==> src/common/snfr_pkg.sv <==
package snfr_pkg;
	localparam logic [7:0] SNFR_OP_GET = 8'h0f;
	localparam logic [7:0] SNFR_OP_SET = 8'h1f;
	localparam logic [7:0] SNFR_OP_WREN = 8'h06;
	localparam logic [7:0] SNFR_OP_WRDI = 8'h04;
	localparam logic [7:0] SNFR_OP_SOFT_RST = 8'hff;
	localparam logic [7:0] SNFR_ADDR_PROT = 8'ha0;
	localparam logic [7:0] SNFR_ADDR_FEAT = 8'hb0;
	localparam logic [7:0] SNFR_ADDR_STAT = 8'hc0;
	localparam logic [7:0] SNFR_ADDR_DRV = 8'hd0;
	localparam logic [7:0] SNFR_ADDR_XSTAT = 8'hf0;
	localparam logic [7:0] SNFR_PROT_WMASK = 8'hbe;
	localparam logic [7:0] SNFR_FEAT_WMASK = 8'hd1;
	localparam logic [7:0] SNFR_DRV_WMASK = 8'h60;
	localparam logic [7:0] SNFR_PROT_RST = 8'h38;
	localparam logic [7:0] SNFR_FEAT_RST = 8'h10;
	localparam logic [7:0] SNFR_DRV_RST = 8'h00;
	localparam int SNFR_PROT_LOCK_BIT = 7;
	localparam int SNFR_FEAT_QE_BIT = 0;
	localparam int SNFR_FEAT_ECC_BIT = 4;
	localparam logic [1:0] SNFR_ECC_NONE = 2'h0;
	localparam logic [1:0] SNFR_ECC_FIXED = 2'h1;
	localparam logic [1:0] SNFR_ECC_FAIL = 2'h2;
	typedef enum logic [1:0] {
		SNFR_ST_OP = 2'b00,
		SNFR_ST_ADDR = 2'b01,
		SNFR_ST_DATA = 2'b11,
		SNFR_ST_IGNORE = 2'b10
	} snfr_state_t;
endpackage : snfr_pkg

==> src/common/snfr_shift_if.sv <==
`timescale 1ns/1ps
interface snfr_shift_if;
	logic byte_done;
	logic [7:0] byte_in;
	logic load;
	logic [7:0] load_byte;
	logic mosi_out_bit;
	modport ctl(input byte_done, input byte_in, output load, output load_byte, input mosi_out_bit);
	modport shf(output byte_done, output byte_in, input load, input load_byte, output mosi_out_bit);
endinterface : snfr_shift_if

==> src/core/snfr_regs.sv <==
`timescale 1ns/1ps
module snfr_regs (
	input wire logic clk_sys_in,
	input wire logic arst_n_in,
	input wire logic por_in,
	input wire logic cs_n_in,
	input wire logic sclk_rise_in,
	input wire logic sclk_fall_in,
	input wire logic si_in,
	input wire logic wp_n_in,
	input wire logic busy_in,
	input wire logic cache_busy_in,
	input wire logic sel_block_locked_in,
	input wire logic prog_start_in,
	input wire logic prog_fail_in,
	input wire logic prog_protected_in,
	input wire logic erase_start_in,
	input wire logic erase_fail_in,
	input wire logic erase_locked_in,
	input wire logic read_start_in,
	input wire logic read_done_in,
	input wire logic [1:0] ecc_result_in,
	input wire logic [1:0] ecc_count_in,
	input wire logic op_clear_latch_in,
	output logic so_out,
	output logic so_oe_out,
	output logic quad_io_enable_out,
	output logic ecc_enable_out,
	output logic onetime_area_lock_out,
	output logic onetime_access_out,
	output logic [2:0] protect_level_out,
	output logic reverse_range_out,
	output logic complement_select_out,
	output logic [1:0] output_drive_level_out,
	output logic write_latch_out,
	output logic soft_reset_out
);
	import snfr_pkg::*;

	snfr_shift_if sh ();
	snfr_state_t state_r;
	logic [7:0] op_r;
	logic [7:0] addr_r;
	logic [7:0] prot_r;
	logic [7:0] feat_r;
	logic [7:0] drv_r;
	logic [1:0] ecc_st_r;
	logic [1:0] ecc_cnt_r;
	logic prog_fail_r;
	logic erase_fail_r;
	logic write_latch_r;
	logic oe_r;
	logic soft_rst_r;
	logic cmd_done;
	logic set_hit;
	logic [7:0] rd_data;
	logic [7:0] stat_byte;
	logic [7:0] xstat_byte;

	snfr_shifter u_shift (
		.clk_sys_in(clk_sys_in),
		.arst_n_in(arst_n_in),
		.cs_n_in(cs_n_in),
		.sclk_rise_in(sclk_rise_in),
		.sclk_fall_in(sclk_fall_in),
		.si_in(si_in),
		.sh(sh)
	);

	assign stat_byte = {2'h0, ecc_st_r, prog_fail_r, erase_fail_r, write_latch_r, busy_in};
	assign xstat_byte = {2'h0, ecc_cnt_r, sel_block_locked_in, 2'h0, cache_busy_in};

	always_comb begin
		unique case (sh.byte_in)
			SNFR_ADDR_PROT: rd_data = prot_r;
			SNFR_ADDR_FEAT: rd_data = feat_r;
			SNFR_ADDR_STAT: rd_data = stat_byte;
			SNFR_ADDR_DRV: rd_data = drv_r;
			SNFR_ADDR_XSTAT: rd_data = xstat_byte;
			default: rd_data = 8'h00;
		endcase
	end

	// Command framing: opcode byte, address byte, then data bytes until select rises for get, or one data byte for set.
	always_ff @(posedge clk_sys_in or negedge arst_n_in) begin
		if (!arst_n_in) begin
			state_r <= SNFR_ST_OP;
			op_r <= 8'h00;
			addr_r <= 8'h00;
		end else if (cs_n_in) begin
			state_r <= SNFR_ST_OP;
		end else if (sh.byte_done) begin
			unique case (state_r)
				SNFR_ST_OP: begin
					op_r <= sh.byte_in;
					if (sh.byte_in == SNFR_OP_GET || sh.byte_in == SNFR_OP_SET) begin
						state_r <= SNFR_ST_ADDR;
					end else begin
						state_r <= SNFR_ST_IGNORE;
					end
				end
				SNFR_ST_ADDR: begin
					addr_r <= sh.byte_in;
					state_r <= SNFR_ST_DATA;
				end
				SNFR_ST_DATA: state_r <= (op_r == SNFR_OP_SET) ? SNFR_ST_IGNORE : SNFR_ST_DATA;
				SNFR_ST_IGNORE: state_r <= SNFR_ST_IGNORE;
			endcase
		end
	end

	// Reload the same register after every data byte so the host can poll without reissuing.
	assign sh.load = sh.byte_done && !cs_n_in && op_r == SNFR_OP_GET
		&& (state_r == SNFR_ST_DATA || (state_r == SNFR_ST_ADDR));
	assign sh.load_byte = (state_r == SNFR_ST_ADDR) ? rd_data : rd_data_hold(addr_r);

	function automatic logic [7:0] rd_data_hold(input logic [7:0] a);
		unique case (a)
			SNFR_ADDR_PROT: rd_data_hold = prot_r;
			SNFR_ADDR_FEAT: rd_data_hold = feat_r;
			SNFR_ADDR_STAT: rd_data_hold = stat_byte;
			SNFR_ADDR_DRV: rd_data_hold = drv_r;
			SNFR_ADDR_XSTAT: rd_data_hold = xstat_byte;
			default: rd_data_hold = 8'h00;
		endcase
	endfunction : rd_data_hold

	always_ff @(posedge clk_sys_in or negedge arst_n_in) begin
		if (!arst_n_in) begin
			oe_r <= 1'b0;
		end else if (cs_n_in) begin
			oe_r <= 1'b0;
		end else if (sh.load) begin
			oe_r <= 1'b1;
		end
	end

	assign set_hit = sh.byte_done && !cs_n_in && state_r == SNFR_ST_DATA && op_r == SNFR_OP_SET;

	// Writable registers; soft reset never touches them, only the asynchronous and power-on resets do.
	always_ff @(posedge clk_sys_in or negedge arst_n_in) begin
		if (!arst_n_in) begin
			prot_r <= SNFR_PROT_RST;
			feat_r <= SNFR_FEAT_RST;
			drv_r <= SNFR_DRV_RST;
		end else if (por_in) begin
			prot_r <= SNFR_PROT_RST;
			feat_r <= SNFR_FEAT_RST;
			drv_r <= SNFR_DRV_RST;
		end else if (set_hit) begin
			if (addr_r == SNFR_ADDR_PROT && !(prot_r[SNFR_PROT_LOCK_BIT] && !wp_n_in)) begin
				prot_r <= sh.byte_in & SNFR_PROT_WMASK;
			end
			if (addr_r == SNFR_ADDR_FEAT) begin
				// Once the one-time area is locked it stays locked until power is lost.
				feat_r <= (sh.byte_in & SNFR_FEAT_WMASK) | (feat_r & 8'h80);
			end
			if (addr_r == SNFR_ADDR_DRV) begin
				drv_r <= sh.byte_in & SNFR_DRV_WMASK;
			end
		end
	end

	// Soft reset command is decoded from a lone opcode byte.
	always_ff @(posedge clk_sys_in or negedge arst_n_in) begin
		if (!arst_n_in) begin
			soft_rst_r <= 1'b0;
		end else begin
			soft_rst_r <= sh.byte_done && !cs_n_in && state_r == SNFR_ST_OP
				&& sh.byte_in == SNFR_OP_SOFT_RST;
		end
	end

	always_ff @(posedge clk_sys_in or negedge arst_n_in) begin
		if (!arst_n_in) begin
			write_latch_r <= 1'b0;
		end else if (por_in || soft_rst_r) begin
			write_latch_r <= 1'b0;
		end else if (sh.byte_done && !cs_n_in && state_r == SNFR_ST_OP) begin
			if (sh.byte_in == SNFR_OP_WREN) begin
				write_latch_r <= 1'b1;
			end else if (sh.byte_in == SNFR_OP_WRDI) begin
				write_latch_r <= 1'b0;
			end
		end else if (op_clear_latch_in) begin
			write_latch_r <= 1'b0;
		end
	end

	// Set wins over clear so a failure reported in the same cycle is never lost.
	always_ff @(posedge clk_sys_in or negedge arst_n_in) begin
		if (!arst_n_in) begin
			prog_fail_r <= 1'b0;
		end else if (prog_fail_in || prog_protected_in) begin
			prog_fail_r <= 1'b1;
		end else if (prog_start_in || soft_rst_r || por_in) begin
			prog_fail_r <= 1'b0;
		end
	end

	always_ff @(posedge clk_sys_in or negedge arst_n_in) begin
		if (!arst_n_in) begin
			erase_fail_r <= 1'b0;
		end else if (erase_fail_in || erase_locked_in) begin
			erase_fail_r <= 1'b1;
		end else if (erase_start_in || soft_rst_r || por_in) begin
			erase_fail_r <= 1'b0;
		end
	end

	// Completion updates win over a simultaneous start so a result is not dropped.
	always_ff @(posedge clk_sys_in or negedge arst_n_in) begin
		if (!arst_n_in) begin
			ecc_st_r <= SNFR_ECC_NONE;
			ecc_cnt_r <= 2'h0;
		end else if (read_done_in) begin
			// The boot page read after power-on also completes here, giving page 0 status.
			ecc_st_r <= ecc_result_in;
			ecc_cnt_r <= (ecc_result_in == SNFR_ECC_FIXED) ? ecc_count_in : 2'h0;
		end else if (read_start_in || soft_rst_r || por_in) begin
			ecc_st_r <= SNFR_ECC_NONE;
			ecc_cnt_r <= 2'h0;
		end
	end

	always_ff @(posedge clk_sys_in or negedge arst_n_in) begin
		if (!arst_n_in) begin
			so_out <= 1'b0;
			so_oe_out <= 1'b0;
			quad_io_enable_out <= 1'b0;
			ecc_enable_out <= 1'b1;
			onetime_area_lock_out <= 1'b0;
			onetime_access_out <= 1'b0;
			protect_level_out <= 3'h7;
			reverse_range_out <= 1'b0;
			complement_select_out <= 1'b0;
			output_drive_level_out <= 2'h0;
			write_latch_out <= 1'b0;
			soft_reset_out <= 1'b0;
		end else begin
			so_out <= sh.mosi_out_bit;
			so_oe_out <= oe_r && !cs_n_in;
			quad_io_enable_out <= feat_r[SNFR_FEAT_QE_BIT];
			ecc_enable_out <= feat_r[SNFR_FEAT_ECC_BIT];
			onetime_area_lock_out <= feat_r[7];
			onetime_access_out <= feat_r[6];
			protect_level_out <= prot_r[5:3];
			reverse_range_out <= prot_r[2];
			complement_select_out <= prot_r[1];
			output_drive_level_out <= drv_r[6:5];
			write_latch_out <= write_latch_r;
			soft_reset_out <= soft_rst_r;
		end
	end
endmodule : snfr_regs

==> src/core/snfr_shifter.sv <==
`timescale 1ns/1ps
module snfr_shifter (
	input wire logic clk_sys_in,
	input wire logic arst_n_in,
	input wire logic cs_n_in,
	input wire logic sclk_rise_in,
	input wire logic sclk_fall_in,
	input wire logic si_in,
	snfr_shift_if.shf sh
);
	logic [2:0] cnt_r;
	logic [7:0] sin_r;
	logic [7:0] sout_r;
	logic done_r;

	always_ff @(posedge clk_sys_in or negedge arst_n_in) begin
		if (!arst_n_in) begin
			cnt_r <= 3'h0;
			sin_r <= 8'h00;
			done_r <= 1'b0;
		end else if (cs_n_in) begin
			cnt_r <= 3'h0;
			done_r <= 1'b0;
		end else begin
			done_r <= sclk_rise_in && (cnt_r == 3'h7);
			if (sclk_rise_in) begin
				sin_r <= {sin_r[6:0], si_in};
				cnt_r <= cnt_r + 3'h1;
			end
		end
	end

	// Output changes on the falling edge so the host samples a settled bit before the next fall.
	always_ff @(posedge clk_sys_in or negedge arst_n_in) begin
		if (!arst_n_in) begin
			sout_r <= 8'h00;
		end else if (sh.load) begin
			sout_r <= sh.load_byte;
		end else if (sclk_fall_in && !cs_n_in) begin
			sout_r <= {sout_r[6:0], 1'b0};
		end
	end

	assign sh.byte_done = done_r;
	assign sh.byte_in = sin_r;
	assign sh.mosi_out_bit = sout_r[7];
endmodule : snfr_shifter

==> config.mk <==
export PLATFORM = sky130hd
export DESIGN_NAME = snfr_regs
export DESIGN_NICKNAME = d
export VERILOG_FILES = /design/src/common/snfr_pkg.sv /design/src/common/snfr_shift_if.sv /design/src/core/snfr_regs.sv /design/src/core/snfr_shifter.sv
export SDC_FILE = /design/constraint.sdc
export NUM_CORES = 1
export LEC_CHECK = 0
export BUFFER_PORTS_ARGS = -buffer_cell sky130_fd_sc_hd__buf_4
export CAP_MARGIN = 20
export CELL_PAD_IN_SITES_DETAIL_PLACEMENT = 0
export CELL_PAD_IN_SITES_GLOBAL_PLACEMENT = 1
export CORE_UTILIZATION = 40
export CTS_BUF_LIST = sky130_fd_sc_hd__clkbuf_4
export DETAILED_ROUTE_END_ITERATION = 16
export PLACE_DENSITY_LB_ADDON = 0.1
export SYNTH_ARGS = -nofsm -noshare
export SYNTH_HDL_FRONTEND = slang
export SYNTH_SLANG_ARGS = --single-unit
==> constraint.sdc <==
create_clock -name clk_sys_in -period 1.9 [get_ports clk_sys_in]
set_input_delay 0.19 -clock clk_sys_in [delete_from_list [all_inputs] [get_ports clk_sys_in]]
set_output_delay 0.19 -clock clk_sys_in [all_outputs]
set_load 0.02 [all_outputs]
Word level (Yosys, flattened, before mapping)
Cells that the tools add are included.

Register bits: 86.

Add/sub/neg operators: 1. Eq/ne operators: 23. Muxes and demuxes: 37. Bitwise operators: 2. Reduce and logical (&&, ||, !) cells: 46.

Operator list (count): two-way mux 8 bit (12); == test 8 bit (second input constant) (11); one-hot mux 8 bit (5 select lines) (2); nonzero test 2 bit (11); == test 8 x 3 -> 1 bit (second input constant) (2); == test 8 x 4 -> 1 bit (second input constant) (2); == test 8 x 5 -> 1 bit (second input constant) (2); two-way mux 2 bit (7); two-way mux 1 bit (13); logical AND 1 bit (12); logical OR 1 bit (11); AND reduction 2 bit (5); OR 8 bit (1); one-hot mux 2 bit (4 select lines) (1); two-way mux 3 bit (2); AND reduction 3 bit (2); == test 2 x 1 -> 1 bit (second input constant) (2); == test 2 bit (second input constant) (2); inequality test 4 x 1 -> 1 bit (second input constant) (1); adder 3 x 1 -> 3 bit (second input constant) (1); == test 3 bit (second input constant) (1); logical NOT 1 bit (3); nonzero test 3 bit (1); logical NOT 2 bit (1); NOT 1 bit (1).

Depth between registers and ports, before layout
Gate-level depths: netlist (run 1).

Depth in word-level cells: 7. Gate-level depth with buffers: 7. Depth with buffers taken out: 4.

Modules after synthesis
A second synthesis (run 1) with hierarchy kept.

Cell total of the unflattened synthesis: 320. Area total of the unflattened synthesis: 3529.6 sq um.

By module, submodules not included: snfr_regs (cells each 253, sequential area each 1361.3 sq um, times used 1, area an instance 2626.3 sq um); snfr_shifter (cells each 67, sequential area each 500.5 sq um, times used 1, area an instance 903.4 sq um).

Worst setup path after synthesis (run 1)
OpenSTA, ideal clock, no wires.

Kind: flip-flop to flip-flop. From: reg op_r[5]. To: reg prot_r[3]. Cell stages (with the launch flop): 5. Required time: 1.825 ns. Setup time: 0.075 ns. Clock period less this slack: 1.474 ns. Arrival: 1.399 ns. Path buffers: 0. Path slack: 0.426 ns. Path through: dfrtp_1 nor4b_4 nand4_1 nor4_4 mux2i_1.

Longest elaborated chain between the ends: 4.

Ends and longest elaborated chain: from (decl) (line snfr_regs.sv:42) `logic [7:0] op_r;`; from (signal assigned) (line snfr_regs.sv:95) `op_r <= sh.byte_in;`; == test 8 x 5 -> 1 bit (line snfr_regs.sv:138) `assign set_hit = sh.byte_done && !cs_n_in && state_r == SNFR_ST_DATA && op_r == SNFR_OP_SET;`; logical AND 1 bit (line snfr_regs.sv:138); nonzero test 2 bit (no line); AND reduction 2 bit (no line); to (signal assigned) (line snfr_regs.sv:152) `prot_r <= sh.byte_in & SNFR_PROT_WMASK;`; to (decl) (line snfr_regs.sv:44) `logic [7:0] prot_r;`.

Every way passes these cells. A chain may end at the register's enable or synchronous reset.

Worst setup path in the final report (run 1)
From: reg state_r[1]. To: reg u_shift.sout_r[5].

Longest elaborated chain between the ends: 4. Elaborated cells between the ends (all ways): 7. Those cells by class: eq/ne: 2; mux: 2; reduce/logical: 3.

Ends and longest elaborated chain: from (decl) (line snfr_regs.sv:41) `snfr_state_t state_r;`; from (signal assigned) (line snfr_regs.sv:106) `SNFR_ST_DATA: state_r <= (op_r == SNFR_OP_SET) ? SNFR_ST_IGNORE : SNFR_ST_DATA;`; == test 2 bit / == test 2 x 1 -> 1 bit (equally long branches) (line snfr_regs.sv:114, snfr_regs.sv:115); logical OR 1 bit (line snfr_regs.sv:114) `&& (state_r == SNFR_ST_DATA || (state_r == SNFR_ST_ADDR));`; logical AND 1 bit (line snfr_regs.sv:114); two-way mux 8 bit / nonzero test 2 bit (equally long branches); to (signal assigned) (line snfr_shifter.sv:38) `sout_r <= sh.load_byte;`; to (signal assigned) (line snfr_shifter.sv:40) `sout_r <= {sout_r[6:0], 1'b0};`; to (decl) (line snfr_shifter.sv:13) `logic [7:0] sout_r;`.

Several ways; a longest one is shown, not always the timed one.

==> results.txt, run 1 <==
The post-route total power came out at around 3.7 mW. The basic-gate share of the synthesized area counting and, or, nand and nor cells came out at 0.232. The headroom to the max-slew limit is 0.672. The half-perimeter wire length after placement came out at roughly 6.6 mm. The width of the die came out at around 100 um.

The share of the cycle needed by the critical path after routing is 0.923. After synthesis, the largest family of logic cells by area is simple AND/OR/NAND/NOR gates. The average wire per standard cell came out at between 15 and 20 um.

The accumulated negative setup slack is 0 ps. Timing would allow up to approximately 570 MHz. The data arrival time of the worst path came out at between 2000 and 2500 ps. Max-cap violations in this run came to 0. TritonCTS built the clock tree. During placement, the flow inserted port buffers numbering 38. The net count of the finished layout is around 430. The share of layout cells above drive strength 1 is 0.287. The clock period minus final worst setup slack came out at ~1800 ps. The number of flip-flops and latches in the synthesized netlist came out at 74.

The post-synthesis cell area came out at 3670 um2. The required time of the worst setup path came out at approximately 2200 ps. The floorplan has 34 rows. Fill cells in the final layout number around 820. The pin count of the biggest net entering global routing is 43. The flow ran to the end, but the final reports show violations.

The number of design rule violations left after detail routing came out at 6. The number of hold violations in the final report is 0. The number of clock buffers added by TritonCTS is 9.

The level count of the clock H-tree is 3. The most used flip-flop cell after synthesis is dfrtp_1. The share of the synthesized area in compound gates (AO/OA/AOI/OAI) was 0.106. The congestion estimate from routability-driven global placement came to 0.844. The total I/O pin count came out at 39. The floorplan core area came out at ~9000 um2.

The total number of clock tree sinks came out at between 70 and 80. The number of buffers on the longest clock path is 2. The power density over cell area came out at ~830 nW/um2. The critical path capture point type is a flop. The clock transition at the registers of the reported paths is 130 ps. The worst hold slack is between 50 and 60 ps. The global routing usage summed across all routing layers came out at 0.207.

Setup repair after global routing left no endpoint under its margin. The via count is ~2800. The total iterations of the first detailed-routing run came out at 10. Setup violations remaining at the end of the flow were counted as 0. The floorplan step defined a die boundary enclosing ~9600 um2. The root buffer cell chosen for the clock tree is clkbuf_4. In this run the worst hold path is classified as primary input to flop. The routed wire length came out at around 9.2 mm. The number of antenna violations at the first check in global routing is 0. For this configuration, the core starts out at a cell density of 0.417. The DRC violation total after the first TritonRoute iteration came out at roughly 120. The number of post-CTS setup repair buffers came out at 0. The post-synth net total came out at between 300 and 400. Measured against the total synthesized area, the mux share comes to 0.109.

The via count of the first global-routing pass came out at around 2800. Yosys mapped a number of flops with a built-in enable equal to 0. The async set-or-reset flop fraction in the synthesized netlist came out at 1.00.

The y dimension of the die is 97.8 um. The gate count of the mapped netlist came out at about 350. The checks that failed: design-rule violations.

The count of inserted antenna diode cells came out at 0. The count of synthesis-stage warnings from yosys came out at 0. The portion of the post-synthesis area used by sequential elements came out at 0.507. On the final layout, the worst clock skew is roughly 9 ps. The clock insertion delay at the later pin of the skew report is 420 ps.

The slew at the pin closest to its max-slew limit is 493 ps. The first-pass GRT wire length came out at 15.0 mm. Compared with the post-synthesis result, the final layout area differs by 21.0%. The synthesized netlist contains 51 unique library cells. The mean instance size in the synthesized netlist is roughly 11 um2.

The adder and majority gate portion of the synthesized area is 0.00681. The leakage power summed over all cells came out at just over 2 nW. In the routed layout, each cell is associated on average with a via count of 5.39. The post-synthesis xor/xnor area fraction came out at 0.00238. The highest net fanout along the worst path is 7. In this run the remaining antenna-violating nets after routing total 0. The final worst-path setup slack came out at around 150 ps.

The critical path in this run is classified as flop to flop. The total overflow left after global routing is 0. The worst voltage drop across the vdd grid came out at 0.520 mV.

STA classifies the critical path startpoint as a flop. The final number of max-transition violations came out at 0. The post-placement worst setup slack came out at 176 ps.
worst paths after layout:
| check | cells past startpoint | startpoint | slack (ps) | to |
|---|---|---|---|---|
| min in group asynchronous | 2 | arst_n_in | 230 | u_shift.sout_r[3] |
| hold / removal | 4 | read_start_in | 50 | ecc_st_r[0] |
| max in group asynchronous | 3 | arst_n_in | 1040 | protect_level_out[0] |
| setup / recovery | 4 | state_r[1] | 150 | u_shift.sout_r[5] |
| setup reg to reg | 4 | state_r[1] | 150 | u_shift.sout_r[5] |
| hold reg to reg | 0 | u_shift.sout_r[7] | 390 | so_out |
per-stage QoR:
step | cells | instance area (um2) | utilization
2_1_floorplan | 346 | 3670 | -
3_3_place_gp | 490 | 4150 | 0.471
3_5_place_dp | 490 | 4150 | 0.471
4_1_cts | 519 | 4440 | 0.504
5_1_grt | 519 | 4450 | 0.505
6_report | 519 | 4450 | 0.505
placed cells by master (no fill, tap or decap), drive strengths merged, types with 6 or more instances in the layout:
| cell | count |
|---|---|
| a21oi | 21 |
| mux2i | 12 |
| nand4 | 12 |
| nor2 | 29 |
| o21ai | 6 |
| nand2 | 38 |
| nor2b | 7 |
| dfrtp | 66 |
| dlygate4sd3 | 13 |
| nand3b | 14 |
| nand2b | 6 |
| clkbuf | 9 |
| mux2 | 25 |
| o211ai | 6 |
| dfstp | 8 |
| a22o | 6 |
| buf | 59 |
cell families after synthesis:
family | count (synthesis)
simple gates | 145
flops | 74
compound gates | 59
mux | 37
buf+inv | 28
fa+ha+maj | 2
xor+xnor | 1
worst max-delay path, cell delays in order (launching register included):
cell and delay, ps:
dfrtp_1 480, or4b_4 610, nor2_4 200, o211ai_1 150
a31oi_1 230
state kept, by name, indices dropped and copies added, names as in the netlist, 3 cells and up:
signal / cells
prot_r: 6
feat_r: 4
addr_r: 8
u_shift.cnt_r: 3
protect_level_out: 3
u_shift.sh.byte_in: 8
op_r: 8
u_shift.sout_r: 8
cells in the mapped netlist, types with 5 or more instances:
| cell type | count | share of area |
|---|---|---|
| a21oi_1 | 21 | 0.029 |
| a22o_1 | 6 | 0.014 |
| a31oi_1 | 5 | 0.0085 |
| buf_2 | 6 | 0.0082 |
| clkbuf_1 | 13 | 0.013 |
| dfrtp_1 | 66 | 0.45 |
| dfstp_2 | 8 | 0.057 |
| inv_1 | 5 | 0.0051 |
| mux2_2 | 25 | 0.077 |
| mux2i_1 | 12 | 0.033 |
| nand2_1 | 38 | 0.039 |
| nand2b_1 | 6 | 0.010 |
| nand3_1 | 5 | 0.0068 |
| nand3b_1 | 14 | 0.029 |
| nand4_1 | 12 | 0.020 |
| nor2_1 | 28 | 0.029 |
| nor2b_1 | 7 | 0.012 |
| o211ai_1 | 6 | 0.012 |
| o21ai_0 | 6 | 0.0082 |
report_power, final:
part	total (mW)	internal, mW	switching, mW
Combinational	0.849	0.374	0.474
Clock	1.12	0.531	0.587
Sequential	1.73	1.65	0.0820
timing repair:
| action | CTS | global route |
|---|---|---|
| setup endpoints to repair | 0 | 1 |
| gates resized for setup | 0 | 1 |
| endpoints found under the hold margin | 42 | 0 |
| hold buffers | 13 | 0 |
per-layer routing:
layer	share of wire	up-vias	GRT usage
met2	0.45	71	0.313
met1	0.50	1347	0.303
met3	0.035	11	0.0279
met4	0.015	0	0.0758
li1	-	1369	-
met5	0	-	0
cell type report:
type / count / area [um2] / area share
clock buffer: 9 / 67.6 / 0.0152
clock inverter: 7 / 93.8 / 0.0211
inverter: 5 / 18.8 / 0.00422
multi-input combinational: 244 / 1680 / 0.379
sequential: 74 / 1860 / 0.419
tap: 108 / 135 / 0.0304
timing repair buffer: 72 / 586 / 0.132
(Power assumes the default switching activity.)
==> run 2: changes to the inputs <==
ABC_CLOCK_PERIOD_IN_PS = 1900   (was unset)
MAX_ROUTING_LAYER = met4   (was unset)
==> run 2 against run 1 <==
Net effect: the run still ends with design-rule violations left; fmax up 0.24%; cell count is the same; largest cell class unchanged; first-iteration DRC count is the same; via count increased by 0.71%; cell area did not move; register-to-register slack about the same; core utilization unchanged.
==> results.txt, run 2 (synthesis results as in run 1) <==
The checks that failed: design-rule violations. The data arrival time of the worst path came out at 2090 ps (about the same). The total I/O pin count is 39 (unchanged). The global-route congestion overflow total is 0 (unchanged).

The leakage power summed over all cells came to 2.02 nW (unchanged). The worst setup path is launched from a flop. The number of buffers on the longest clock path came out at 2 (unchanged). The clock period minus final worst setup slack was 1750 ps (-4.15 ps). The number of design rule violations left after detail routing came out at 6 (unchanged). The standard cell with the maximum stage delay on the critical path is or4b_4. The worst hold slack came out at 51.9 ps (+0.00740 ps). TritonCTS built the clock tree. The critical path is of the flop to flop type. The net count of the finished layout is 432 (unchanged). The number of non-filler instances in the completed layout is 519 (unchanged).

The final number of max-transition violations is 0 (unchanged). The share of layout cells above drive strength 1 came out at 0.287 (unchanged). The via count of the first global-routing pass came out at 2751 (-0.29%). The y dimension of the die came out at 97.8 um (unchanged).

The met2 wire length came out at 4.19 mm (+0.60%). The width of the die was 97.8 um (unchanged). The half-perimeter wire length after placement is 6.62 mm (unchanged). The met3 routed wirelength came out at 347 um (+7.1%). The average wire per standard cell is 17.8 um (-0.31%). The topmost layer with routed signal wires is met4. The number of hold violations in the final report came to 0 (unchanged).

The routed wire length is 9.22 mm (-0.31%). The final worst-path setup slack came out at 150 ps (+4.15 ps). The clock transition at the registers of the reported paths is 130 ps (about the same). The detailed-routing wirelength on met1 is 4.58 mm (-0.93%). The flow ran to the end, but the final reports show violations. The final count of negative-setup-slack endpoints came out at 0 (unchanged). The cell sitting at the root of the clock tree is a clkbuf_4. The global routing usage summed across all routing layers is 0.214 (+0.00676). The layout overhead on the synthesized area came out at 21.0% (unchanged).

The pin count of the biggest net entering global routing was 43 (unchanged). The total iterations of the first detailed-routing run is 10 (unchanged). The standard-cell row count is 34 (unchanged). The final core utilization is 0.505 (unchanged). The share of the cycle needed by the critical path after routing came out at 0.921 (-0.00219). The total number of clock tree sinks is 74 (unchanged). The via-per-instance ratio was 5.43 (+0.71%). The required time of the worst setup path is 2240 ps (about the same).

The delay of the slowest cell on the worst path is 610 ps (about the same). The first-pass GRT wire length came to 15.0 mm (+0.13%). The level count of the clock H-tree came to 3 (unchanged).

The floorplan core area is 8810 um2 (unchanged). The critical path goes through or4b_4, nor2_4, o211ai_1, a31oi_1. Leaving out fill and tap cells, the most frequent cells in the layout are dfrtp_1 (66), buf_4 (58), nand2_1 (38), nor2_1 (28), mux2_2 (25). The effective utilization at floorplan is 0.417 (unchanged). The power density over cell area came out at 832 nW/um2 (about the same).

The count of placed standard cells including taps is 490 (unchanged). The number of buffers added on ports is 38 (unchanged). The number of buffers and inverters on the critical path is 0 (unchanged).

The flop-to-flop setup slack came out at 150 ps (about the same). The worst min-delay path category is primary input to flop. The worst setup path is captured at a flop. The number of violations of the max-capacitance limit is 0 (unchanged).

The headroom to the max-slew limit came out at 0.670 (-0.00189). The worst voltage drop across the vdd grid came out at 0.520 mV (about the same). The number of nets with antenna violations after detailed routing is 0 (unchanged).

The area of the die is 9570 um2 (unchanged). The number of antenna violations at the first check in global routing is 0 (unchanged). The accumulated negative setup slack was 0 ps (unchanged). The clock skew came out at 8.65 ps (-0.175 ps). The highest net fanout along the worst path was 7 (unchanged). The timing-limited maximum frequency came out at 571 MHz (+0.24%).

The total clock buffers created by CTS is 9 (unchanged). The clock insertion delay at the later pin of the skew report came out at 420 ps (about the same). The DRC violation total after the first TritonRoute iteration is 123 (unchanged). The kind of cell adding the most delay to the critical path is simple AND/OR/NAND/NOR gates. The post-placement worst setup slack is 176 ps (unchanged). The slew at the pin closest to its max-slew limit came to 496 ps (+2.84 ps). The number of post-CTS setup repair buffers is 0 (unchanged). The count of inserted antenna diode cells is 0 (unchanged). Setup repair after global routing left no endpoint under its margin. The library cell used most frequently in the layout, excluding fill and tap cells, is dfrtp_1.

The final weighted congestion in routability-driven placement came to 0.857 (+1.6%). The via count came out at 2818 (+0.71%).
==> run 2: area by class of cell <==
class	instances	area, um2
fill	822	4360
sequential	74	1860
multi-input combinational	244	1680
timing repair buffer	72	586
tap	108	135
clock inverter	7	93.8
clock buffer	9	67.6
inverter	5	18.8
==> run 2: tightest hold or removal path, stage by stage <==
cell,delay (ps)
buf_4,80
nor4_2,50
nand2_1,70
nand2_1,50
==> run 2: worst paths after layout <==
check | end | cells past startpoint | startpoint
max | u_shift.sout_r[5] | 4 | state_r[1]
min | ecc_st_r[0] | 4 | read_start_in
max reg2reg | u_shift.sout_r[5] | 4 | state_r[1]
min reg2reg | so_out | 0 | u_shift.sout_r[7]
max in group asynchronous | protect_level_out[1] | 3 | arst_n_in
min in group asynchronous | u_shift.sout_r[3] | 2 | arst_n_in
==> run 2: stage by stage <==
stage	instance area (um2)	total power, mW
6_report	4450	3.70
5_1_grt	4450	3.88
4_1_cts	4440	3.73
3_5_place_dp	4150	2.58
3_3_place_gp	4150	2.57
2_1_floorplan	3670	2.22
==> run 2: report_power, final <==
group	switching, mW	internal [mW]
sequential	0.0815	1.65
combinational	0.475	0.374
clock	0.585	0.531
total	1.14	2.56
==> run 2: what timing repair did <==
item	CTS	global route
gates resized for setup	0	1
hold buffers	13	0
endpoints found under the hold margin	42	0
setup endpoints to repair	0	1
==> run 2: metal layers <==
metal  vias to the layer above  global-route usage
li1                       1369                   -
met1                      1359               0.303
met2                        81               0.313
met3                         9              0.0279
met4                         0              0.0758
met5                         -                   -
